### config.mk
export PLATFORM = sky130hd
export DESIGN_NAME = ssrw_supervisor
export DESIGN_NICKNAME = d
export VERILOG_FILES = /design/src/core/ssrw_pkg.sv /design/src/core/ssrw_sync.sv /design/src/core/ssrw_supervisor.sv
export SDC_FILE = /design/constraint.sdc
export NUM_CORES = 1
export LEC_CHECK = 0
export ABC_AREA = 1
export BUFFER_PORTS_ARGS = -buffer_cell sky130_fd_sc_hd__buf_4
export CAP_MARGIN = 20
export CORE_ASPECT_RATIO = 0.7
export CORE_MARGIN = 1.5
export CORE_UTILIZATION = 40
export CTS_CLUSTER_SIZE = 10
export DETAILED_ROUTE_END_ITERATION = 10
export PLACE_DENSITY_LB_ADDON = 0.12
export SLEW_MARGIN = 20
export SYNTH_ARGS = -nofsm -noshare
export SYNTH_HDL_FRONTEND = slang
export SYNTH_SLANG_ARGS = --single-unit
### constraint.sdc
create_clock -name ref_clk_in -period 1.6 [get_ports ref_clk_in]
set_input_delay 0.16 -clock ref_clk_in [delete_from_list [all_inputs] [get_ports ref_clk_in]]
set_output_delay 0.16 -clock ref_clk_in [all_outputs]
set_load 0.03 [all_outputs]
### src/core/ssrw_pkg.sv
/*
  Constants for the supply supervisor with reset stretcher and watchdog.
  Assumes a 100 MHz free-running internal time base; analog comparators sit outside
  and deliver digital levels.
*/
// How it works
// - Reset held while low, released after 200 ms
// - Undervoltage during operation starts reset pulse
// - New undervoltage restarts running reset pulse
// - Active-high reset is exact complement
// - Fault low after 1.6 s without toggle
// - Watchdog cleared during reset or floating kick
// - Watchdog counts once released and kick driven
// - Undervoltage forces fault output low
// - Undervoltage asserts reset and fault in same cycle
// - Floating kick makes fault a low-line flag
// - Manual reset low gives >= 140 ms pulse
// - Power-fail flag low when sense below reference
package ssrw_pkg;
  localparam longint CLK_HZ = 64'd100_000_000;
  localparam longint RESET_PULSE_MS = 64'd200;
  localparam longint WATCHDOG_MS = 64'd1600;
  localparam longint KICK_MIN_NS = 64'd50;
  localparam int unsigned RESET_PULSE_CYC = 32'(RESET_PULSE_MS * CLK_HZ / 64'd1000);
  localparam int unsigned WATCHDOG_CYC = 32'(WATCHDOG_MS * CLK_HZ / 64'd1000);
  localparam int unsigned KICK_MIN_CYC = 32'((KICK_MIN_NS * CLK_HZ + 64'd999_999_999)
                                             / 64'd1_000_000_000);
  localparam int unsigned SYNC_STAGES = 32'd2;
endpackage : ssrw_pkg

### src/core/ssrw_sync.sv
/*
  Two-flop level synchroniser for asynchronous pins.
  Assumes the input is a plain level; nothing reads the first stage except the second.
*/
`timescale 1ns/1ns
module ssrw_sync #(
  parameter logic RESET_VALUE = 1'b0
) (
  input wire logic ref_clk_in,
  input wire logic sys_rst_in,
  input wire logic async_in,
  output logic sync_out
);
  logic meta_reg;
  logic meta_next;
  logic sync_reg;
  logic sync_next;

  always_comb begin
    meta_next = async_in;
    sync_next = meta_reg;
  end

  always_ff @(posedge ref_clk_in) begin
    if (sys_rst_in) begin
      meta_reg <= RESET_VALUE;
      sync_reg <= RESET_VALUE;
    end else begin
      meta_reg <= meta_next;
      sync_reg <= sync_next;
    end
  end

  assign sync_out = sync_reg;
endmodule : ssrw_sync

### src/core/ssrw_supervisor.sv
/*
  Supply supervisor: reset pulse stretcher, watchdog and power-fail flag.
  Assumes undervoltage, power-fail and floating-kick indications come from analog
  comparators outside as digital levels, asynchronous to ref_clk_in. The clock is
  a free-running internal oscillator; nothing but sys_rst_in resets the registers.
  Every pin passes a two-flop synchroniser, so each response lags its cause by
  three clock edges; pulses shorter than one cycle may be missed.
  Variants with only one reset polarity leave the unused output open.
  The watchdog counts only while reset is released and the kick pin is driven.
*/
`timescale 1ns/1ns
module ssrw_supervisor #(
  parameter int unsigned RESET_CYCLES = ssrw_pkg::RESET_PULSE_CYC,
  parameter int unsigned WATCHDOG_CYCLES = ssrw_pkg::WATCHDOG_CYC
) (
  input wire logic ref_clk_in,
  input wire logic sys_rst_in,
  input wire logic supply_low_in,
  input wire logic manual_reset_n_in,
  input wire logic watchdog_kick_in,
  input wire logic kick_floating_in,
  input wire logic power_fail_sense_in,
  output logic reset_n_out,
  output logic reset_out,
  output logic watchdog_fault_n_out,
  output logic power_fail_n_out
);
  localparam int RW = $clog2(RESET_CYCLES + 1);
  localparam int WW = $clog2(WATCHDOG_CYCLES + 1);

  logic uv_s;
  logic mr_n_s;
  logic kick_s;
  logic float_s;
  logic pfi_s;

  // Undervoltage comes up asserted so reset cannot slip out before the pin is seen
  ssrw_sync #(.RESET_VALUE(1'b1)) u_sync_uv (
    .ref_clk_in(ref_clk_in),
    .sys_rst_in(sys_rst_in),
    .async_in(supply_low_in),
    .sync_out(uv_s)
  );

  ssrw_sync #(.RESET_VALUE(1'b1)) u_sync_mr (
    .ref_clk_in(ref_clk_in),
    .sys_rst_in(sys_rst_in),
    .async_in(manual_reset_n_in),
    .sync_out(mr_n_s)
  );

  ssrw_sync #(.RESET_VALUE(1'b0)) u_sync_kick (
    .ref_clk_in(ref_clk_in),
    .sys_rst_in(sys_rst_in),
    .async_in(watchdog_kick_in),
    .sync_out(kick_s)
  );

  ssrw_sync #(.RESET_VALUE(1'b1)) u_sync_float (
    .ref_clk_in(ref_clk_in),
    .sys_rst_in(sys_rst_in),
    .async_in(kick_floating_in),
    .sync_out(float_s)
  );

  ssrw_sync #(.RESET_VALUE(1'b1)) u_sync_pfi (
    .ref_clk_in(ref_clk_in),
    .sys_rst_in(sys_rst_in),
    .async_in(power_fail_sense_in),
    .sync_out(pfi_s)
  );

  // Stretch counts RESET_CYCLES cycles from zero; RUN means reset released
  typedef enum logic [1:0] {
    SSRW_HOLD,
    SSRW_STRETCH,
    SSRW_RUN
  } ssrw_state_t;

  ssrw_state_t state_reg;
  ssrw_state_t state_next;
  logic [RW-1:0] rst_cnt_reg;
  logic [RW-1:0] rst_cnt_next;
  logic [WW-1:0] wd_cnt_reg;
  logic [WW-1:0] wd_cnt_next;
  logic wd_timeout_reg;
  logic wd_timeout_next;
  logic kick_prev_reg;
  logic kick_prev_next;
  logic reset_n_reg;
  logic reset_n_next;
  logic wdo_n_reg;
  logic wdo_n_next;
  logic pf_n_reg;
  logic pf_n_next;

  // Terminal count of a timer that counts from zero
  function automatic logic ssrw_at_last(input int unsigned count, input int unsigned limit);
    return count == limit - 32'd1;
  endfunction : ssrw_at_last

  // Each group of state has one next-value process and one register process
  logic hold_cause;
  logic kick_edge;

  // Reset pulse: held during undervoltage or manual low, stretched after release
  always_comb begin
    hold_cause = uv_s | ~mr_n_s;
    state_next = state_reg;
    rst_cnt_next = rst_cnt_reg;
    case (state_reg)
      SSRW_HOLD: begin
        rst_cnt_next = '0;
        if (!hold_cause) begin
          state_next = SSRW_STRETCH;
        end
      end
      SSRW_STRETCH: begin
        if (hold_cause) begin
          // Restarting from zero guarantees the full interval after the new event
          state_next = SSRW_HOLD;
          rst_cnt_next = '0;
        end else if (ssrw_at_last(32'(rst_cnt_reg), RESET_CYCLES)) begin
          state_next = SSRW_RUN;
        end else begin
          rst_cnt_next = rst_cnt_reg + RW'(1);
        end
      end
      SSRW_RUN: begin
        if (hold_cause) begin
          state_next = SSRW_HOLD;
        end
      end
      default: begin
        state_next = SSRW_HOLD;
        rst_cnt_next = '0;
      end
    endcase
    // Reset drops combinationally with the hold cause so it matches the fault output
    reset_n_next = (state_next == SSRW_RUN);
  end

  // Kick edge detector; its reset value matches the kick synchroniser so reset
  // release cannot fake an edge
  always_comb begin
    kick_prev_next = kick_s;
    kick_edge = kick_s ^ kick_prev_reg;
  end

  // Watchdog: the timeout sticks until a kick edge, a reset or a floating pin
  always_comb begin
    wd_cnt_next = wd_cnt_reg;
    wd_timeout_next = wd_timeout_reg;
    if (!reset_n_reg || float_s) begin
      wd_cnt_next = '0;
      wd_timeout_next = 1'b0;
    end else if (kick_edge) begin
      wd_cnt_next = '0;
      wd_timeout_next = 1'b0;
    end else if (ssrw_at_last(32'(wd_cnt_reg), WATCHDOG_CYCLES)) begin
      // Counter parks here so it cannot wrap and fake a fresh interval
      wd_timeout_next = 1'b1;
    end else begin
      wd_cnt_next = wd_cnt_reg + WW'(1);
    end
    // Undervoltage forces the fault low in the same cycle reset drops
    wdo_n_next = ~(uv_s | wd_timeout_next);
  end

  // Power-fail flag: a plain registered copy of the synchronised comparator
  always_comb begin
    pf_n_next = pfi_s;
  end

  always_ff @(posedge ref_clk_in) begin
    if (sys_rst_in) begin
      state_reg <= SSRW_HOLD;
      rst_cnt_reg <= '0;
      reset_n_reg <= 1'b0;
    end else begin
      state_reg <= state_next;
      rst_cnt_reg <= rst_cnt_next;
      reset_n_reg <= reset_n_next;
    end
  end

  always_ff @(posedge ref_clk_in) begin
    if (sys_rst_in) begin
      kick_prev_reg <= 1'b0;
    end else begin
      kick_prev_reg <= kick_prev_next;
    end
  end

  always_ff @(posedge ref_clk_in) begin
    if (sys_rst_in) begin
      wd_cnt_reg <= '0;
      wd_timeout_reg <= 1'b0;
      wdo_n_reg <= 1'b1;
    end else begin
      wd_cnt_reg <= wd_cnt_next;
      wd_timeout_reg <= wd_timeout_next;
      wdo_n_reg <= wdo_n_next;
    end
  end

  always_ff @(posedge ref_clk_in) begin
    if (sys_rst_in) begin
      pf_n_reg <= 1'b1;
    end else begin
      pf_n_reg <= pf_n_next;
    end
  end

  assign reset_n_out = reset_n_reg;
  assign reset_out = ~reset_n_reg;
  assign watchdog_fault_n_out = wdo_n_reg;
  assign power_fail_n_out = pf_n_reg;
endmodule : ssrw_supervisor

**Word-level counts from Yosys, hierarchy flattened**

Index checks and enable logic that the tools add are counted.

- Flip-flop bits (word level): 70
- ROM bits: 0
- Bits of input ports: 7
- Latch bits: 0
- Memory bits (writable): 0
- Word-level logic and storage cells: 49
- Memories kept: 0

- Muxes and demuxes: 11
- $add $sub $neg: 2
- Equal/unequal tests: 6
- Bitwise operators: 7
- Div/mod/pow operators: 0
- Reduce and logical (&&, ||, !) cells: 5
- Multipliers: 0
- $lt $le $gt $ge: 0
- Shifts and indexed selects: 0

Operators with widths:

| kind | number |
|---|---|
| $mux W25 | 2 |
| $pmux W25 S2 | 1 |
| $add A28 B1 Y28 const B | 1 |
| $eq A28 B28 Y1 const B | 1 |
| $add A25 B1 Y25 const B | 1 |
| $eq A25 B25 Y1 const B | 1 |
| $mux W2 | 4 |
| $pmux W2 S3 | 1 |
| $eq A2 B2 Y1 const B | 2 |
| $not A1 Y1 | 4 |
| $mux W1 | 3 |
| $ne A3 B3 Y1 const B | 1 |
| $reduce_or A3 Y1 | 1 |
| $eq A2 B1 Y1 const B | 1 |
| $logic_not A2 Y1 | 1 |
| $or A1 B1 Y1 | 2 |
| $reduce_and A2 Y1 | 1 |
| $logic_not A1 Y1 | 1 |
| $logic_or A1 B1 Y1 | 1 |
| $xor A1 B1 Y1 | 1 |

**Logic depth before layout (Yosys ltp)**

Gate-level depths: netlist (run 1).

- Word-level depth: 6
- Mapped depth: 12
- Mapped depth without buffers: 11

**Hierarchy**

Synthesis (run 1) repeated with hierarchy kept, for this count alone.

- Cell total of the unflattened synthesis: 584
- Area total of the unflattened synthesis: 3804.9 um^2

By module, submodules not included:

| module | area each (um^2) | cells each | times used |
|---|---|---|---|
| ssrw_supervisor | 3514.6 | 550 | 1 |
| ssrw_sync at u_sync_float ... | 58.8 | 7 | 4 |
| ssrw_sync at u_sync_kick | 55.1 | 6 | 1 |

**Worst setup path after synthesis (run 1)**

No wires, ideal clock.

- Path type: register to register
- Start: reg rst_cnt_reg[0]
- End: reg rst_cnt_reg[5]
- Arrival: 1.507 ns
- Buffers on the path: 1
- Cell stages (with the launch flop): 11
- Required time: 1.531 ns
- Setup time: 0.069 ns
- Path slack: 0.023 ns
- Cells stage by stage: dfxtp_1 -> ha_1 -> nand2_2 -> nor2_8 -> nand2_4 -> nor2_4 -> nand3_4 -> nand2_4 -> buf_6 -> nand2_1 -> a21oi_2

- Cells in the longest elaborated chain, start to end: 4
- Elaborated cells between the ends (all ways): 7
- Those cells by class: 1 x add/sub; 2 x eq/ne; 3 x mux; 1 x reduce/logical

Ends and longest elaborated chain:

| item | line | text |
|---|---|---|
| start: declaration | ssrw_supervisor.sv:82 | `logic [RW-1:0] rst_cnt_reg;` |
| start signal: assignment | ssrw_supervisor.sv:182 | `rst_cnt_reg <= rst_cnt_next;` |
| $add A25 B1 Y25 | ssrw_supervisor.sv:126 | `rst_cnt_next = rst_cnt_reg + RW'(1);` |
| $mux W25 | ssrw_supervisor.sv:123 | `end else if (ssrw_at_last(32'(rst_cnt_reg), RESET_CYCLES)) begin` |
| $mux W25 | ssrw_supervisor.sv:119 | `if (hold_cause) begin` |
| $pmux W25 S2 | ssrw_supervisor.sv:111 | `case (state_reg)` |

Parallel ways exist; a longest one is shown, timed or not. The select of a mux whose other input is x is not followed.
A chain may end at the register's enable or synchronous reset.

**Worst setup path in the final report (run 1)**

- Start: reg rst_cnt_reg[1]
- End: reg rst_cnt_reg[10]

The elaborated chain is that of the path after synthesis.

==> results of run 1 <==
[area by class of cell]
class	instances	area [um2]
fillers	896	4270
multi-input cells	406	2210
flip-flops and latches	70	1430
repair buffers	62	489
inverters	79	302
clock buffers	12	246
well taps	124	155
clock inverters	2	10.0
[critical path, delay by kind of cell (launching register included)]
kind	cells	cell delay (ns)
buffers and inverters	1	0.17
AND/OR/NAND/NOR	9	0.79
flip-flops	1	0.35
adder cells (fa/ha/maj)	1	0.15
[per-stage QoR]
stage | std cells | instance area [um2] | hold slack [ns] | worst slack (ns)
finish | 755 | 4840 | 0.0139 | 0.0407
global route | 755 | 4840 | 0.00609 | -0.0589
CTS | 747 | 4580 | 0.00288 | -0.00164
detailed placement | 732 | 4280 | 0.349 | -0.0604
global placement | 732 | 4280 | 0.348 | -0.0757
floorplan | 562 | 3760 | 0.264 | 0.0235
[power breakdown]
part	internal (mW)	total, mW	switching [mW]	leakage [nW]
registers	1.75	1.76	0.00452	0.574
logic	0.0297	0.0729	0.0432	1.32
clock network	1.07	1.80	0.730	0.128
[cell families after synthesis]
kind of cell             after synthesis  share of synthesized area (%)
AND/OR/NAND/NOR                      336                           41.9
buffers and inverters                 87                           9.11
flip-flops                            70                           37.2
AO/OA/AOI/OAI                         59                           9.21
XOR/XNOR                               8                           1.86
adder cells (fa/ha/maj)                2                          0.665
[path summary, 6_finish.rpt]
| kind | start | to | cells after the start |
|---|---|---|---|
| worst max-delay path | rst_cnt_reg[1] | rst_cnt_reg[10] | 11 |
| worst min-delay path | kick_floating_in | u_sync_float.meta_reg | 2 |
| worst max register to register | rst_cnt_reg[1] | rst_cnt_reg[10] | 11 |
| worst min register to register | u_sync_uv.meta_reg | u_sync_uv.sync_out | 1 |
[routing by layer]
| metal | wire length, um | track usage, % | up-vias |
|---|---|---|---|
| li1 | - | - | 1933 |
| met1 | 5620 | 34.5 | 1697 |
| met2 | 3810 | 25.8 | 105 |
| met3 | 702 | 5.84 | 7 |
| met4 | 71 | 4.38 | 0 |
| met5 | 0 | 0 | - |
[cells in the final DEF, fill, tap and decap left out, types with 2 or more instances in the layout]
cell type	synthesis	routed
nand2_1	140	132
inv_1	77	68
nor2_1	72	61
buf_4	0	58
dfxtp_1	70	57
nand3_1	43	41
nand4_1	22	22
or2_2	17	17
a21oi_1	20	17
o21ai_0	18	15
nand2_2	10	12
nor2_2	4	11
dfxtp_2	0	10
nor3_1	12	9
a31oi_1	9	9
clkbuf_16	0	9
inv_2	1	8
nor2_4	3	8
a21oi_2	5	8
nand2_4	3	7
o21ai_2	5	6
xnor2_1	5	5
nor3_4	1	3
nand3_2	1	3
o21ai_1	1	3
nand3b_1	3	3
xor2_1	3	3
buf_6	2	3
dfxtp_4	0	3
inv_4	0	2
nand2_8	0	2
clkinv_2	0	2
clkbuf_1	5	2
[timing repair]
item,in CTS,in global routing
hold endpoints to repair,0,0
buffers inserted,1,7
gates cloned,0,1
pin swaps,0,17
endpoints found under the setup margin,21,55
resized for setup,10,71
==> metrics.md, run 1 <==
| Metric | Value |
|---|---|
| Die area | 10000 um2 |
| Tcrit/Tclk final | 97.5% |
| Layout cells sized above 1 | 28.4% |
| Die Y | 84.1 um |
| Maximum fanout along the worst path | 6 |
| DR vias/cell | 4.96 |
| RD Place Congestion | 0.924 |
| Detail Route Antenna Nets | 0 |
| Wire length of the first global-routing pass | 16.5 mm |
| CP required | 1.83 ns |
| Total congestion overflow | 0 |
| Buffers on Ports | 10 |
| Post-synthesis register bit count | 70 |
| Post-Syn Area per Cell | 6.69 um2 |
| Final min period | 1.56 ns |
| Crit-path cells | ha_4 -> nand2_4 -> nor2_8 -> nand2_4 -> nor2_4 -> nand3_4 -> buf_6 -> nand3_1 -> nand2_1 -> nand2_1 -> nor2_1 |
| Top FF cell, synth | dfxtp_1 |
| Initial core utilization | 41.3% |
| Largest net degree at the start of global routing | 21 |
| RSZ-0062 raised after global routing | yes |
| Core area | 9110 um2 |
| Hold Path Class | input pin to register |
| Critical path class | register to register |
| Ys Warns | 0 |
| PD cells | 751 nW/um2 |
| Register-to-Register Setup Slack | 0.04 ns |
| Vias in the first global route | 3306 |
| Fmax | 641 MHz |
| Max-slew headroom | 71.9% |
| Fin nets | 637 |
| Longest Clk Path Bufs | 2 |
| Hold-fix buffers, CTS | 0 |
| Leading area contributor after synthesis | dfxtp_1 |
| Synthesized area | 3760 um2 |
| EDFF count, synth | 0 |
| Largest register FFs | 28 |
| Share of the synthesized area in the top cell type | 37.2% |
| Skew-Pair Late Insertion Delay | 0.33 ns |
| Syn nets | 571 |
| Most frequent cell after synthesis | nand2_1 |
| Cell variety after synth | 35 |
| Async SR Flop Fraction | 0% |
| CP max stage delay | 0.35 ns |
| Die Wd | 119 um |
| H-tree depth | 3 |
| Maxcap violations | 0 |
| Final hold violations | 0 |
| Clk_skew | 0.00846 ns |
| Antenna Cells | 0 |
| Worst Tran Pin Value | 0.418 ns |
| Setup violators final | 0 |
| Row cnt | 29 |
| Peak VDD IR | 0.000643 V |
| Synth area leaders | dfxtp_1 (37%), nand2_1 (14%), inv_1 (7.7%) |
| Hpwl dp | 7.36 mm |
| First-pass detailed-route iteration total | 5 |
| I/O Pins | 11 |
| CTS root buf | clkbuf_16 |
| CP Launch Type | register |
| Outcome | completed |
| TNS Setup | 0 ns |
| GRT Util Overall | 20.9% |
| Synthesized netlist cell count | 562 |
| Via count | 3742 |
| Final WL | 10.2 mm |
| CTS tree | yes |
| Sequential area share after synthesis | 37.2% |
| Starting DRC count in detailed routing | 292 |
| Num Clock Sinks | 70 |
| Total power | 3.63 mW |
| Util after Layout | 53.1% |
| Crit end category | register |
| Average wire per standard cell | 13.5 um |
| CTS buffer count | 9 |
| Initial antenna violation count | 0 |
| Arr. time, crit path | 1.79 ns |
| Post-synth top cells | nand2_1 (140), inv_1 (77), nor2_1 (72), dfxtp_1 (70), nand3_1 (43) |
| Slowest CP cell | dfxtp_2 |
| Fin. max-slew vios | 0 |
| Clock-pin transition on the worst setup and hold timing paths | 0.06 ns |
| P_leak | 2.03 nW |
| P&R area growth vs syn | 28.6% |
| DRC Markers | 0 |
No activity file was read; power rests on OpenSTA's default activity.
==> run 2: changes to the inputs <==
--- a/config.mk
+++ b/config.mk
@@ -13,6 +13,7 @@
 export CORE_UTILIZATION = 40
 export CTS_CLUSTER_SIZE = 10
 export DETAILED_ROUTE_END_ITERATION = 10
+export MAX_ROUTING_LAYER = met4
 export PLACE_DENSITY_LB_ADDON = 0.12
 export SLEW_MARGIN = 20
 export SYNTH_ARGS = -nofsm -noshare
==> run 2 against run 1 <==
Clock skew decreased by 0.0034 ns. Global-route usage grew 1.4 points. Non-clock buffer count shrank 1. Critical path type unchanged. First-iteration DRC count shrank 3.4%. Sequential share of layout area down 0.10 points. Register-to-register slack about the same. Final cell count stayed put.
==> metrics.md, run 2 (same netlist as run 1, synthesis figures left out) <==
| Metric | Value |
|---|---|
| Most common cell after layout, fill and taps aside | nand2_1 |
| Average wire per standard cell | 13.7 um |
| DRC Markers | 0 |
| Placed Instances | 732 |
| Arr. time, crit path | 1.84 ns |
| Detail Route Antenna Nets | 0 |
| Buffers on Ports | 10 |
| Crit-path cells | ha_4 -> nand2_4 -> nor2_8 -> nand2_4 -> nor2_4 -> nand3_4 -> nand2_4 -> buf_8 -> nand2_1 -> a21oi_2 |
| Skew-Pair Late Insertion Delay | 0.34 ns |
| TNS Setup | 0 ns |
| Die area | 10000 um2 |
| Peak VDD IR | 0.000576 V |
| Clock-pin transition on the worst setup and hold timing paths | 0.06 ns |
| RSZ-0062 raised after global routing | yes |
| Via count | 3780 |
| Fin nets | 635 |
| Setup violators final | 0 |
| Wire length of the first global-routing pass | 17.1 mm |
| Crit path depth | 10 |
| Worst Tran Pin Value | 0.372 ns |
| First-pass detailed-route iteration total | 5 |
| GRT Util Overall | 22.3% |
| PD cells | 801 nW/um2 |
| Antenna Cells | 0 |
| Initial core utilization | 41.3% |
| Largest register FFs | 28 |
| Vias in the first global route | 3381 |
| CTS buffer count | 9 |
| Fin. max-slew vios | 0 |
| Global-route track usage on met1 | 34.2% |
| Layout cells sized above 1 | 27.6% |
| P&R area growth vs syn | 28.6% |
| Clk_skew | 0.00509 ns |
| H-tree depth | 3 |
| Largest net degree at the start of global routing | 19 |
| Starting DRC count in detailed routing | 282 |
| Row cnt | 29 |
| Critical path class | register to register |
| Global Route met2 Usage | 27.6% |
| Busiest grt layer | met1 |
| RD Place Congestion | 0.950 |
| Fmax | 639 MHz |
| Final hold violations | 0 |
| Final min period | 1.56 ns |
| Maximum fanout along the worst path | 8 |
| Final WL | 10.3 mm |
| Initial antenna violation count | 0 |
| R2R cell count | 10 |
| CP Launch Type | register |
| Finished Layout Cells | 755 |
| P_leak | 1.96 nW |
| Num Clock Sinks | 70 |
| CTS root buf | clkbuf_16 |
| Worst path bufs/invs | 1 |
| Outcome | completed |
| Cell mode on critical path | nand2_4 |
| Maxcap violations | 0 |
| Max-slew headroom | 75.2% |
| Met3 Use GR | 5.98% |
| Hpwl dp | 7.57 mm |
| Hold Path Class | input pin to register |
| CP max stage delay | 0.35 ns |
| Crit end category | register |
| Total congestion overflow | 0 |
| Die Wd | 119 um |
| Tcrit/Tclk final | 97.8% |
| I/O Pins | 11 |
| Longest Clk Path Bufs | 2 |
| CTS tree | yes |
| Worst hold stages | 2 |
| CP required | 1.87 ns |
| Top delay family on crit path | simple AND/OR/NAND/NOR gates |
| Die Y | 84.1 um |
| Slowest CP cell | dfxtp_2 |
| Most frequent cells in the layout | nand2_1 (133), inv_1 (75), nor2_1 (61) |
| Core area | 9110 um2 |
| DR vias/cell | 5.01 |
## run 2: final timing paths
check                                           end           startpoint  slack [ns]
worst max-delay path                 rst_cnt_reg[5]       rst_cnt_reg[1]        0.04
worst min-delay path            u_sync_pfi.meta_reg  power_fail_sense_in       0.007
worst max register to register       rst_cnt_reg[5]       rst_cnt_reg[1]        0.04
worst min register to register   u_sync_mr.sync_out   u_sync_mr.meta_reg        0.41
## run 2: where the power goes
part           leakage [nW]  switching, mW  internal, mW  total (mW)
logic                  1.25         0.0436        0.0346      0.0782
registers             0.574        0.00529          1.76        1.76
clock network         0.142          0.783          1.25        2.03
## run 2: metal layers
| layer | wire length [um] | up-vias |
|---|---|---|
| li1 | - | 1934 |
| met1 | 5570 | 1726 |
| met2 | 3910 | 114 |
| met3 | 767 | 6 |
| met4 | 61 | 0 |
| met5 | 0 | - |
## run 2: layout make-up
| cell class | count | area (um2) |
|---|---|---|
| fill | 893 | 4270 |
| multi-input combinational | 405 | 2190 |
| sequential | 70 | 1420 |
| timing repair buffer | 61 | 477 |
| inverter | 79 | 297 |
| clock buffer | 11 | 243 |
| tap | 124 | 155 |
| clock inverter | 5 | 58.8 |
## run 2: worst reg2reg max path, stage by stage (launching register included)
cell and delay [ns]:
dfxtp_2 0.35, ha_4 0.15, nand2_4 0.07, nor2_8 0.15
nand2_4 0.09, nor2_4 0.13, nand3_4 0.11, nand2_4 0.13
buf_8 0.16, nand2_1 0.07, a21oi_2 0.11
## run 2: stage by stage
stage	worst slack (ns)	hold slack (ns)	power, mW	utilization, %	instance area [um2]
after floorplan	0.0235	0.264	1.84	-	3760
after global placement	0.0472	0.347	1.87	47.0	4280
after detailed placement	-0.00443	0.350	1.87	47.0	4280
after CTS	0.000300	0.0000624	3.91	50.6	4610
after global routing	-0.0742	0.00210	4.00	53.1	4840
final	0.0354	0.00682	3.87	53.1	4840
## run 2: repair_timing
| item | in CTS | in global routing |
|---|---|---|
| hold endpoints to repair | 2 | 1 |
| endpoints found under the setup margin | 3 | 54 |
| hold buffers | 2 | 1 |
| setup buffers | 0 | 4 |
| pin swaps | 0 | 15 |
| resized for setup | 2 | 64 |
==> run 3: changes to the inputs <==
--- a/config.mk
+++ b/config.mk
@@ -9,11 +9,10 @@
 export BUFFER_PORTS_ARGS = -buffer_cell sky130_fd_sc_hd__buf_4
 export CAP_MARGIN = 20
 export CORE_ASPECT_RATIO = 0.7
-export CORE_MARGIN = 1.5
 export CORE_UTILIZATION = 40
 export CTS_CLUSTER_SIZE = 10
 export DETAILED_ROUTE_END_ITERATION = 10
-export MAX_ROUTING_LAYER = met4
+export HOLD_SLACK_MARGIN = 0.15
 export PLACE_DENSITY_LB_ADDON = 0.12
 export SLEW_MARGIN = 20
 export SYNTH_ARGS = -nofsm -noshare
==> run 3 against run 2 <==
First-iteration DRC count grew 3.5%. Total power is essentially flat. Sequential share of layout area shrank 1.0 points. Clock skew shrank 0.00083 ns. Register-to-register slack lost 0.02 ns. Final cell count grew 1.6%. Clock-buffer cell count shrank 2. Non-clock buffer count grew 11. Cell area grew 4.5%. Largest power group unchanged.
==> metrics.md, run 3 (same netlist as run 1, synthesis figures left out) <==
| Metric | Value |
|---|---|
| Fin nets | 647 |
| H-tree depth | 3 |
| Starting DRC count in detailed routing | 292 |
| Largest net degree at the start of global routing | 20 |
| Core area | 9110 um2 |
| Hold endpoint | u_sync_kick.sync_out |
| Vias in the first global route | 3492 |
| I/O Pins | 11 |
| Place WS | -0.112 ns |
| CP required | 1.87 ns |
| Via count | 3865 |
| Hpwl dp | 7.58 mm |
| Max-slew headroom | 66.2% |
| CP max stage delay | 0.36 ns |
| Peak VDD IR | 0.000727 V |
| CTS tree | yes |
| Tcrit/Tclk final | 98.9% |
| Final WS setup | 0.0179 ns |
| Reg-to-Reg End | rst_cnt_reg[12] |
| Crit-path cells | ha_4 -> nand2_4 -> nor2_8 -> nand2_4 -> nor2_4 -> nand3_4 -> nand2_8 -> buf_12 -> nand2_2 -> a21oi_2 |
| Arr. time, crit path | 1.85 ns |
| Post-route cell area | 5060 um2 |
| CTS buffer count | 9 |
| First-pass detailed-route iteration total | 6 |
| RD Place Congestion | 0.922 |
| Critical path class | register to register |
| Initial antenna violation count | 0 |
| CP Launch Type | register |
| Maxcap violations | 0 |
| Final WL | 10.8 mm |
| Fmax | 632 MHz |
| Outcome | completed |
| Register-to-Register Setup Slack | 0.02 ns |
| Met3 Use GR | 6.46% |
| Row cnt | 29 |
| DR vias/cell | 5.04 |
| Skew-Pair Late Insertion Delay | 0.34 ns |
| Layout cells sized above 1 | 31.4% |
| Antenna Cells | 0 |
| Die area | 9800 um2 |
| Die Wd | 118 um |
| Hold Path Class | register to register |
| Global Route met2 Usage | 29.6% |
| Detail Route Antenna Nets | 0 |
| PD cells | 766 nW/um2 |
| Most frequent cells in the layout | nand2_1 (129), inv_1 (72), nor2_1 (59), buf_4 (59), dfxtp_1 (50) |
| Total congestion overflow | 0 |
| Hold_sp | u_sync_kick.meta_reg |
| Worst hold stages | 2 |
| Placed Instances | 737 |
| GRT Util Overall | 22.6% |
| Busiest grt layer | met1 |
| Worst Tran Pin Value | 0.504 ns |
| Clock-pin transition on the worst setup and hold timing paths | 0.06 ns |
| Average wire per standard cell | 14.0 um |
| Global-route track usage on met1 | 34.7% |
| Finished Layout Cells | 767 |
| Wire length of the first global-routing pass | 17.2 mm |
| DRC Markers | 0 |
| Crit end category | register |
| CTS root buf | clkbuf_16 |
| Die Y | 83.1 um |
| Final min period | 1.58 ns |
| Clk_skew | 0.00426 ns |
| Hold Slack | 0.410 ns |
| Fin. max-slew vios | 0 |
| Cell mode on critical path | nand2_4 |
| Buffers on Ports | 10 |
| Util after Layout | 55.5% |
| Longest Clk Path Bufs | 2 |
| R2r startpoint | rst_cnt_reg[1] |
| R2R cell count | 10 |
| P_leak | 2.03 nW |
| P&R area growth vs syn | 34.4% |
| RSZ-0062 raised after global routing | yes |
| Final hold violations | 0 |
| Maximum fanout along the worst path | 8 |
| DP Area | 4310 um2 |
| Most common cell after layout, fill and taps aside | nand2_1 |
| Slowest CP cell | dfxtp_4 |
| Num Clock Sinks | 70 |
| Largest register FFs | 28 |
| Setup violators final | 0 |
| Initial core utilization | 41.3% |
==> run 3: cell types whose count changed in the layout (fill, tap and decap cells not counted), sizes merged <==
cell,before,now
dlygate4sd3,3,8
nor2,80,81
buf,58,64
clkinv,3,5
clkbuf,11,9
inv,78,79
clkinvlp,2,1
==> run 3: timing repair <==
action                                 in CTS  in global routing
gates resized for setup                    16                 83
endpoints found under the hold margin       7                  0
pin swaps                                   0                 22
cloned                                      0                  1
setup endpoints to repair                  37                 52
buffers inserted                            0                  5
hold buffers                                8                  0
==> run 3: area by class of cell <==
| class | instances | area, um2 |
|---|---|---|
| Timing Repair Buffer | 72 | 588 |
| Inverter | 79 | 299 |
| Sequential cell | 70 | 1430 |
| Clock inverter | 7 | 73.8 |
| Fill cell | 871 | 4050 |
| Clock buffer | 9 | 225 |
| Multi-Input combinational cell | 406 | 2280 |
| Tap cell | 124 | 155 |
==> run 3: through the flow <==
step                      power, mW  TNS, ns
after floorplan                1.84        0
final                          3.87        0
after CTS                      3.93        0
after global routing           4.02   -0.998
after global placement         1.87   -0.538
after detailed placement       1.87    -1.31
==> run 3: worst max-delay path by stage <==
| stage | from | to | slack [ns] | depth (start not counted) |
|---|---|---|---|---|
| 2_1_floorplan | rst_cnt_reg[0] | rst_cnt_reg[5] | 0.02 | 10 |
| 3_3_place_gp | wd_cnt_reg[0] | watchdog_fault_n_out | -0.06 | 9 |
| 3_5_place_dp | rst_cnt_reg[1] | rst_cnt_reg[20] | -0.11 | 10 |
| 4_1_cts | rst_cnt_reg[0] | rst_cnt_reg[24] | 0.003 | 9 |
| 5_1_grt | rst_cnt_reg[1] | rst_cnt_reg[11] | -0.08 | 11 |
| 6_report | rst_cnt_reg[1] | rst_cnt_reg[12] | 0.02 | 10 |
==> run 3: layer usage <==
layer / wire length [um] / share of wire [%]
met1: 5670 / 53
met2: 4220 / 39
met3: 758 / 7.0
met4: 110 / 1.0
met5: 0 / 0
==> run 3: power by group <==
part	internal, mW	total, mW	switching [mW]
registers	1.75	1.76	0.00466
clock network	1.21	2.03	0.815
logic	0.0419	0.0889	0.0470
==> run 3: worst max-delay path, delay by kind of cell (launching register included) <==
family	cells	cell delay (ns)
AO/OA/AOI/OAI	1	0.12
adder cells (fa/ha/maj)	1	0.14
buffers and inverters	1	0.15
flip-flops	1	0.36
AND/OR/NAND/NOR	7	0.74
